File: config.mk
export PLATFORM = sky130hd
export DESIGN_NAME = csr_charger_regs
export DESIGN_NICKNAME = d
export VERILOG_FILES = /design/src/csr_pkg.sv /design/src/csr_charger_regs.sv
export SDC_FILE = /design/constraint.sdc
export NUM_CORES = 1
export LEC_CHECK = 0
export ABC_CLOCK_PERIOD_IN_PS = 11900
export BUFFER_PORTS_ARGS = -buffer_cell sky130_fd_sc_hd__buf_2
export CAP_MARGIN = 20
export CORE_UTILIZATION = 45
export DETAILED_ROUTE_END_ITERATION = 16
export GPL_TIMING_DRIVEN = 0
export HOLD_SLACK_MARGIN = 0.03
export PLACE_DENSITY = 0.61
export RECOVER_POWER = 100
export SYNTH_ARGS = -nofsm -noshare
export SYNTH_HDL_FRONTEND = slang
export SYNTH_SLANG_ARGS = --single-unit
export TNS_END_PERCENT = 5
File: constraint.sdc
create_clock -name clk -period 11.9 [get_ports clk]
set_input_delay 1.19 -clock clk [delete_from_list [all_inputs] [get_ports clk]]
set_output_delay 1.19 -clock clk [all_outputs]
set_load 0.03 [all_outputs]
File: src/csr_pkg.sv
/*
 * csr_pkg: constants, state codes and the output carrier of the
 * charger setpoint register bank.
 * Assumes a 100 MHz system clock; the management bus runs far slower.
 */
package csr_pkg;
	// bus addressing
	localparam logic [6:0] DEV_ADDR = 7'h09;
	localparam logic [7:0] REG_BAT_CUR = 8'h14;
	localparam logic [7:0] REG_BAT_VOLT = 8'h15;
	localparam logic [7:0] REG_ADP_CUR = 8'h3F;
	localparam logic [7:0] REG_MAKER = 8'hFE;
	localparam logic [7:0] REG_PART = 8'hFF;

	// reset values
	localparam logic [15:0] RST_BAT_CUR = 16'h0000;
	localparam logic [15:0] RST_BAT_VOLT = 16'h0000;
	localparam logic [15:0] RST_ADP_CUR = 16'h0080;

	// bit counter of one byte plus acknowledge slot
	localparam logic [3:0] LAST_BIT = 4'h7;
	localparam logic [3:0] ACK_SLOT = 4'h8;
	// count after start; the clock fall that follows wraps it to bit 0
	localparam logic [3:0] PRE_BIT = 4'hF;

	// setpoint field layout
	localparam int VOLT_LSB = 4;
	localparam int VOLT_MSB = 14;
	localparam int CUR_LSB = 7;
	localparam int CUR_MSB = 12;
	localparam int CUR_TOP = 15;
	localparam logic [14:0] VOLT_MAX_MV = 15'h4B00;
	localparam logic [14:0] VOLT_MIN_MV = 15'h0400;
	localparam logic [10:0] VOLT_CODE_MAX = 11'h4B0;
	localparam logic [15:0] CUR_EN_MIN = 16'h007F;
	localparam logic [15:0] VOLT_EN_MIN = 16'h000F;
	localparam logic [5:0] DAC6_MAX = 6'h3F;
	localparam logic [5:0] FOLD_CODE = 6'h01;

	// timing
	localparam longint CLK_HZ = 100_000_000;
	localparam longint MS_PER_S = 1000;
	localparam int WDOG_TIME_S = 175;
	localparam int SCL_LOW_TIME_MS = 25;
	localparam int MS_TICK_CYCLES = int'(CLK_HZ / MS_PER_S);
	localparam int WDOG_MS = WDOG_TIME_S * int'(MS_PER_S);

	// bus states
	typedef enum logic [7:0] {
		ST_IDLE = 8'h01,
		ST_ADDR = 8'h02,
		ST_REG = 8'h04,
		ST_WR_LO = 8'h08,
		ST_WR_HI = 8'h10,
		ST_RD_LO = 8'h20,
		ST_RD_HI = 8'h40,
		ST_IGNORE = 8'h80
	} csr_state_t;

	// applied setpoints
	typedef struct packed {
		logic charge_enable;
		logic [10:0] voltage_dac_code;
		logic [5:0] current_dac_code;
		logic [5:0] adapter_dac_code;
	} csr_setpoint_t;
endpackage

File: src/csr_charger_regs.sv
/*
 * csr_charger_regs: management bus target with the setpoint word
 * registers, the applied DAC codes, charge enable and the two timeouts.
 * Assumes open-drain bus wires resolved outside, pulled up when idle,
 * and two battery comparators that may toggle at any time.
 */
`timescale 1ns/10ps

// Behaviour
// - bytes are eight bits, MSB first, ack
// - target only, never starts a transaction
// - acknowledges write 0x12 and read 0x13
// - only word write and word read formats
// - fixed read-only maker and part words
// - current and voltage targets reset to zero
// - enable needs current above 7F, voltage above F
// - 0x14 current target, 0x15 voltage target
// - voltage code is bits 14 to 4
// - voltage requests above 19.2V clamp there
// - below 1.024V gives zero, stops charging
// - voltage bit 15 is ignored
// - current code is bits 12 to 7
// - current requests above 8.064A clamp there
// - below 128mA gives zero current
// - low battery forces 128mA, target kept
// - reads return full word last written
// - words travel low byte then high
// - 175s write or 25ms clock-low timeout
// - one register per write transaction
module csr_charger_regs #(
	parameter int TICK_CYCLES = csr_pkg::MS_TICK_CYCLES,
	parameter logic [15:0] MAKER_CODE = 16'h5A5A, // value is arbitrary
	parameter logic [15:0] PART_CODE = 16'h00A5 // value is arbitrary
) (
	input wire logic clk,
	input wire logic reset,
	input wire logic scl_in,
	input wire logic sda_in,
	output logic sda_out,
	output logic sda_oe,
	input wire logic battery_below_low,
	input wire logic battery_above_high,
	output csr_pkg::csr_setpoint_t setpoint,
	output logic charge_timeout
);
	import csr_pkg::*;

	localparam int WDOG_W = $clog2(WDOG_MS + 1);
	localparam int TICK_W = $clog2(TICK_CYCLES + 1);

	// refuse a tick divider that cannot count
	if (TICK_CYCLES < 2) begin : bad_tick
		$error("TICK_CYCLES must be at least 2");
	end

	// one-hot select {part, maker, adapter, voltage, current}
	function automatic logic [4:0] word_sel(input logic [7:0] ptr);
		case (ptr)
			REG_BAT_CUR: word_sel = 5'h01;
			REG_BAT_VOLT: word_sel = 5'h02;
			REG_ADP_CUR: word_sel = 5'h04;
			REG_MAKER: word_sel = 5'h08;
			REG_PART: word_sel = 5'h10;
			default: word_sel = 5'h00;
		endcase
	endfunction

	logic [3:0] sync1_reg, sync2_reg;
	logic scl_d_reg, sda_d_reg;
	csr_state_t state_reg;
	logic [3:0] bit_cnt_reg;
	logic [7:0] shift_reg, tx_reg, ptr_reg, lo_hold_reg;
	logic [15:0] rd_word_reg, cur_reg, volt_reg, adp_reg;
	logic ack_drive_reg, master_ack_reg, fold_reg, timeout_reg;
	logic [TICK_W-1:0] tick_cnt_reg;
	logic [WDOG_W-1:0] wdog_ms_reg;
	logic [5:0] scl_low_ms_reg;

	// two-stage synchronisers {above_high, below_low, sda, scl}
	always_ff @(posedge clk or posedge reset) begin
		if (reset) begin
			sync1_reg <= 4'h3;
			sync2_reg <= 4'h3;
			scl_d_reg <= 1'b1;
			sda_d_reg <= 1'b1;
		end else begin
			sync1_reg <= {battery_above_high, battery_below_low, sda_in, scl_in};
			sync2_reg <= sync1_reg;
			scl_d_reg <= sync2_reg[0];
			sda_d_reg <= sync2_reg[1];
		end
	end

	// bus event decode
	wire scl_s = sync2_reg[0];
	wire sda_s = sync2_reg[1];
	wire scl_rise = scl_s & ~scl_d_reg;
	wire scl_fall = ~scl_s & scl_d_reg;
	wire start_cond = scl_s & scl_d_reg & sda_d_reg & ~sda_s;
	wire stop_cond = scl_s & scl_d_reg & ~sda_d_reg & sda_s;
	wire in_byte = bit_cnt_reg < ACK_SLOT;
	wire byte_end = scl_fall & (bit_cnt_reg == LAST_BIT);
	wire ack_end = scl_fall & (bit_cnt_reg == ACK_SLOT);
	wire addr_hit = shift_reg[7:1] == DEV_ADDR;
	wire is_read = shift_reg[0];
	wire scl_timeout = scl_low_ms_reg == 6'(SCL_LOW_TIME_MS);
	wire ms_tick = tick_cnt_reg == TICK_W'(TICK_CYCLES - 1);

	// register decode and read mux
	wire [4:0] sel = word_sel(ptr_reg);
	wire [15:0] rd_mux = ({16{sel[0]}} & cur_reg) | ({16{sel[1]}} & volt_reg)
		| ({16{sel[2]}} & adp_reg) | ({16{sel[3]}} & MAKER_CODE)
		| ({16{sel[4]}} & PART_CODE);
	wire commit = byte_end & (state_reg == ST_WR_HI);
	wire [15:0] wr_word = {shift_reg, lo_hold_reg};
	wire wr_cur = commit & sel[0];
	wire wr_volt = commit & sel[1];
	wire wr_adp = commit & sel[2];

	// acknowledge choice at end of a received byte
	wire ack_this = ((state_reg == ST_ADDR) & addr_hit) | (state_reg == ST_REG)
		| (state_reg == ST_WR_LO) | (state_reg == ST_WR_HI);

	// state after the acknowledge slot
	csr_state_t state_after;
	always_comb begin
		case (state_reg)
			ST_ADDR: state_after = addr_hit ? (is_read ? ST_RD_LO : ST_REG) : ST_IGNORE;
			ST_REG: state_after = ST_WR_LO;
			ST_WR_LO: state_after = ST_WR_HI;
			ST_WR_HI: state_after = ST_IGNORE;
			ST_RD_LO: state_after = master_ack_reg ? ST_RD_HI : ST_IGNORE;
			default: state_after = ST_IGNORE;
		endcase
	end

	// open-drain data: ack low or transmitted zero bits
	wire tx_state = (state_reg == ST_RD_LO) | (state_reg == ST_RD_HI);
	assign sda_out = 1'b0;
	assign sda_oe = ack_drive_reg | (tx_state & in_byte & ~tx_reg[7]);

	// bit and byte sequencing, only in answer to the host
	always_ff @(posedge clk or posedge reset) begin
		if (reset) begin
			state_reg <= ST_IDLE;
			bit_cnt_reg <= 4'h0;
			shift_reg <= 8'h00;
			tx_reg <= 8'hFF;
			ptr_reg <= 8'h00;
			lo_hold_reg <= 8'h00;
			rd_word_reg <= 16'h0000;
			ack_drive_reg <= 1'b0;
			master_ack_reg <= 1'b0;
		end else if (stop_cond | scl_timeout) begin
			state_reg <= ST_IDLE;
			bit_cnt_reg <= 4'h0;
			ack_drive_reg <= 1'b0;
			tx_reg <= 8'hFF;
		end else if (start_cond) begin
			state_reg <= ST_ADDR;
			bit_cnt_reg <= PRE_BIT;
			ack_drive_reg <= 1'b0;
			tx_reg <= 8'hFF;
		end else if (scl_rise & in_byte) begin
			shift_reg <= {shift_reg[6:0], sda_s};
		end else if (scl_rise) begin
			master_ack_reg <= ~sda_s;
		end else if (byte_end) begin
			bit_cnt_reg <= ACK_SLOT;
			ack_drive_reg <= ack_this;
			if (state_reg == ST_REG) begin
				ptr_reg <= shift_reg;
			end
			if (state_reg == ST_WR_LO) begin
				lo_hold_reg <= shift_reg;
			end
		end else if (ack_end) begin
			bit_cnt_reg <= 4'h0;
			ack_drive_reg <= 1'b0;
			state_reg <= state_after;
			if (state_after == ST_RD_LO) begin
				rd_word_reg <= rd_mux;
				tx_reg <= rd_mux[7:0];
			end else if (state_after == ST_RD_HI) begin
				tx_reg <= rd_word_reg[15:8];
			end else begin
				tx_reg <= 8'hFF;
			end
		end else if (scl_fall) begin
			bit_cnt_reg <= bit_cnt_reg + 4'h1;
			tx_reg <= {tx_reg[6:0], 1'b1};
		end
	end

	// setpoint words, written only after the high byte
	always_ff @(posedge clk or posedge reset) begin
		if (reset) begin
			cur_reg <= RST_BAT_CUR;
			volt_reg <= RST_BAT_VOLT;
			adp_reg <= RST_ADP_CUR;
		end else begin
			if (wr_cur) cur_reg <= wr_word;
			if (wr_volt) volt_reg <= wr_word;
			if (wr_adp) adp_reg <= wr_word;
		end
	end

	// millisecond tick and the two timeout counters
	always_ff @(posedge clk or posedge reset) begin
		if (reset) begin
			tick_cnt_reg <= '0;
			wdog_ms_reg <= '0;
			scl_low_ms_reg <= 6'h00;
		end else begin
			tick_cnt_reg <= ms_tick ? '0 : tick_cnt_reg + TICK_W'(1);
			if (wr_cur | wr_volt) begin
				wdog_ms_reg <= '0;
			end else if (ms_tick & (wdog_ms_reg != WDOG_W'(WDOG_MS))) begin
				wdog_ms_reg <= wdog_ms_reg + WDOG_W'(1);
			end
			if (scl_s) begin
				scl_low_ms_reg <= 6'h00;
			end else if (ms_tick & ~scl_timeout) begin
				scl_low_ms_reg <= scl_low_ms_reg + 6'h01;
			end
		end
	end

	// timeout flag: a clock-low expiry wins over a clearing write; a clearing write wins over watchdog expiry
	wire wdog_expired = wdog_ms_reg == WDOG_W'(WDOG_MS);
	always_ff @(posedge clk or posedge reset) begin
		if (reset) begin
			timeout_reg <= 1'b0;
		end else if (scl_timeout | (wdog_expired & ~(wr_cur | wr_volt))) begin
			timeout_reg <= 1'b1;
		end else if (wr_cur | wr_volt) begin
			timeout_reg <= 1'b0;
		end
	end
	assign charge_timeout = timeout_reg;

	// low-battery foldback with hysteresis
	always_ff @(posedge clk or posedge reset) begin
		if (reset) begin
			fold_reg <= 1'b0;
		end else if (sync2_reg[2]) begin
			fold_reg <= 1'b1;
		end else if (sync2_reg[3]) begin
			fold_reg <= 1'b0;
		end
	end

	// setpoint extraction, clamping and enable
	wire [14:0] volt_req = volt_reg[VOLT_MSB:0];
	wire volt_low = volt_req < VOLT_MIN_MV;
	wire [10:0] volt_code = (volt_req > VOLT_MAX_MV) ? VOLT_CODE_MAX
		: volt_low ? 11'h000 : volt_reg[VOLT_MSB:VOLT_LSB];
	wire cur_over = |cur_reg[CUR_TOP:CUR_MSB+1];
	wire [5:0] cur_raw = cur_over ? DAC6_MAX : cur_reg[CUR_MSB:CUR_LSB];
	wire [5:0] adp_raw = (|adp_reg[CUR_TOP:CUR_MSB+1]) ? DAC6_MAX : adp_reg[CUR_MSB:CUR_LSB];
	wire en_next = (cur_reg > CUR_EN_MIN) & (volt_reg > VOLT_EN_MIN)
		& ~volt_low & ~timeout_reg;
	csr_setpoint_t sp_next;
	assign sp_next = '{
		charge_enable: en_next,
		voltage_dac_code: volt_code,
		current_dac_code: fold_reg ? FOLD_CODE : cur_raw,
		adapter_dac_code: adp_raw
	};

	// registered outputs
	always_ff @(posedge clk or posedge reset) begin
		if (reset) begin
			setpoint <= '0;
		end else begin
			setpoint <= sp_next;
		end
	end
endmodule // csr_charger_regs

==> metrics.md <==
| Metric | Value |
|---|---|
| DRC | 0 |
| Setup Skew | 0.0114 ns |
| Layout area overhead | 11.4% |
| Max FO, Critical Path | 10 |
| Hold_buf cts | 0 |
| Number of synthesized flops with an enable pin | 0 |
| Data required, critical path | 12.22 ns |
| Global-route wire length before repair | 29.8 mm |
| DRT Wirelength | around 18 mm |
| Async set-reset flop share out of synthesis | 1.00 |
| Crit share post-route | 0.339 |
| WL/cell | around 18 um |
| Initial antenna violation count | 0 |
| Ys Warns | 0 |
| GRT overflow | 0 |
| Pwr Total | 1.36 mW |
| Die ar. | 18,800 um^2 |
| Core Area | 17,900 um^2 |
| VDD IR max | 0.104 mV |
| Num rows | 49 |
| Cts bufs inserted | 17 |
| Mapped Nets | roughly 740 |
| Syn Area/Cell | 11.3 um^2 |
| Die height | ~140 um |
| Tightest Pin Transition | 3.39 ns |
| Clock transition at path regs | 0.07 ns |
| Hold WS | between 0.3 and 0.4 ns |
| Post-CTS resize count | 0 |
| Worst R2R Setup Slack | 7.86 ns |
| Setup CP Type | flip-flop to flip-flop |
| CTS tree | yes |
| Unrepaired setup endpoints after global routing | no |
| HP Class | flip-flop to flip-flop |
| Setup Total Neg Slack | 0 ns |
| Startpoint Class | flip-flop |
| Commonest non-fill, non-tap cell in the layout | dfrtp_1 |
| Via count | 5,707 |
| DP HPWL | about 13 mm |
| Final setup violation count | 0 |
| Clock insertion delay at the later pin of the skew report | 0.43 ns |
| Longest Clk Path Bufs | 2 |
| Cells after synthesis | between 700 and 800 |
| PortBufs | 31 |
| Failing checks | max-capacitance violations, max-slew violations |
| Clk sink count | 179 |
| Synth Register Bits | 179 |
| CP Capture Type | flip-flop |
| Synth Cell Area | slightly above 8000 um^2 |
| Vias per cell | around 5.6 |
| Arrival time worst endpoint | between 4 and 5 ns |
| Most frequent cells in the layout | 163 x dfrtp_1, 82 x nor2_1, 56 x mux2_2 |
| CTS H-Tree Depth | 4 |
| DRT Pass-1 Iters | 5 |
| Distinct cells, synth | 63 |
| Max reg flops | 24 |
| Slew margin rel. | -1.27 |
| Synth Flop Type | dfrtp_1 |
| Min Tclk post-route | a little over 4 ns |
| Cell area power density | 149 nW/um^2 |
| Hold violation count in the final report | 0 |
| Num ports | 33 |
| Max Clk Rate | about 0.25 GHz |
| GPL Wtd Cong | 0.840 |
| Initial Util | 0.458 |
| Clk Tree Root Cell | clkbuf_16 |
| Leakage power | 4.13 nW |
| Nets | 791 |
| Antenna diodes | 0 |
| Largest net degree at the start of global routing | about 100 |
| Sequential element share of the synthesized area | 0.548 |
| Die W | 137 um |
| Total Routing Usage GR | 0.210 |
| Max-Cap Viols | 3 |
| DRT antenna net count | 0 |
| Share of cells above drive strength 1 | 0.151 |
| Status | finished, violations left |
| Vias in the first global route | between 5,000 and 6,000 |
| Post-CTS Setup Inserts | 0 |
| Final slew viol count | 94 |
| Initial DRC Count | 476 |
## report_power, final
group,switching [mW],internal (mW)
clock network,0.242,0.300
registers,0.0606,0.641
logic,0.0648,0.0519
total,0.367,0.993
## metrics by stage
step	cells	util	cell area, um^2	setup slack (ns)
6_report	1019	0.510	9140	7.86
5_1_grt	1019	0.510	9140	7.73
4_1_cts	1018	0.516	9240	8.69
3_5_place_dp	987	0.485	8680	9.19
3_3_place_gp	986	0.483	8650	4.14
2_1_floorplan	726	-	8200	5.88
## path summary, 6_finish.rpt
check                        startpoint           end  cells after the start
max                           scl_d_reg    cur_reg[6]                      8
min                        sync1_reg[2]  sync2_reg[2]                      0
max reg2reg                   scl_d_reg    cur_reg[6]                      8
min reg2reg                sync1_reg[2]  sync2_reg[2]                      0
max in group asynchronous         reset    ptr_reg[1]                      2
min in group asynchronous         reset  sync1_reg[3]                      2
## layer usage
metal  up-vias  part of all wire  global-route usage  wire (um)
li1       2687                 -                   -          -
met1      2879              0.48               0.297       8750
met2       120              0.47               0.323       8500
met3        21             0.042              0.0437        761
met4         0             0.015              0.0665        267
met5         -                 0                   0          0
## final cells by class
cell class	count	area [um^2]
inverters	15	57.6
clock inverters	11	103
fillers	1631	8770
repair buffers	33	155
multi-input cells	502	3450
plain buffers	30	124
clock buffers	20	457
flip-flops and latches	179	4500
well taps	229	287
## cells in the mapped netlist, types with 4 or more instances
master     count  area [um^2]
a21oi_1       41          205
and3_1        10         62.6
buf_2          7         35.0
o21ai_0       21          105
and3b_1        4         35.0
mux2i_1       13          130
mux2_1        16          180
a21o_1         6         45.0
inv_1         15         56.3
o2bb2ai_1      8         70.1
and4_1         4         35.0
nand4_1       13         81.3
nand3_1       16         80.1
nor2_1        82          308
nor4_1         9         56.3
and2_1        10         62.6
buf_4          5         37.5
dfrtp_1      163         4080
nor4b_1        5         43.8
clkbuf_1      16         60.1
ha_1           7         87.6
nand2b_1      11         68.8
dfstp_2       16          420
a22oi_1        4         30.0
mux2_2        58          653
nand2_1       31          116
nor3_1        23          115
xnor2_1       25          219
xor2_1        11         96.3
nor2b_1        8         50.1
or3_1         14         87.6
## worst max-delay path: stages (launching register included)
cell and delay, ns:
dfstp_1 0.63, nand2b_1 0.21, or2_1 0.27, clkbuf_1 0.16, nor4_1 1.08, and2_0 0.23
clkbuf_1 0.37, clkbuf_1 0.58, mux2_1 0.39
## logic make-up after synthesis
kind of cell | synth area share
flops | 0.548
fa+ha+maj | 0.0107
simple gates | 0.180
buf+inv | 0.0258
mux | 0.117
compound gates | 0.0793
xor+xnor | 0.0384
other cells | 0.000457
No activity file was read; power rests on OpenSTA's default activity.
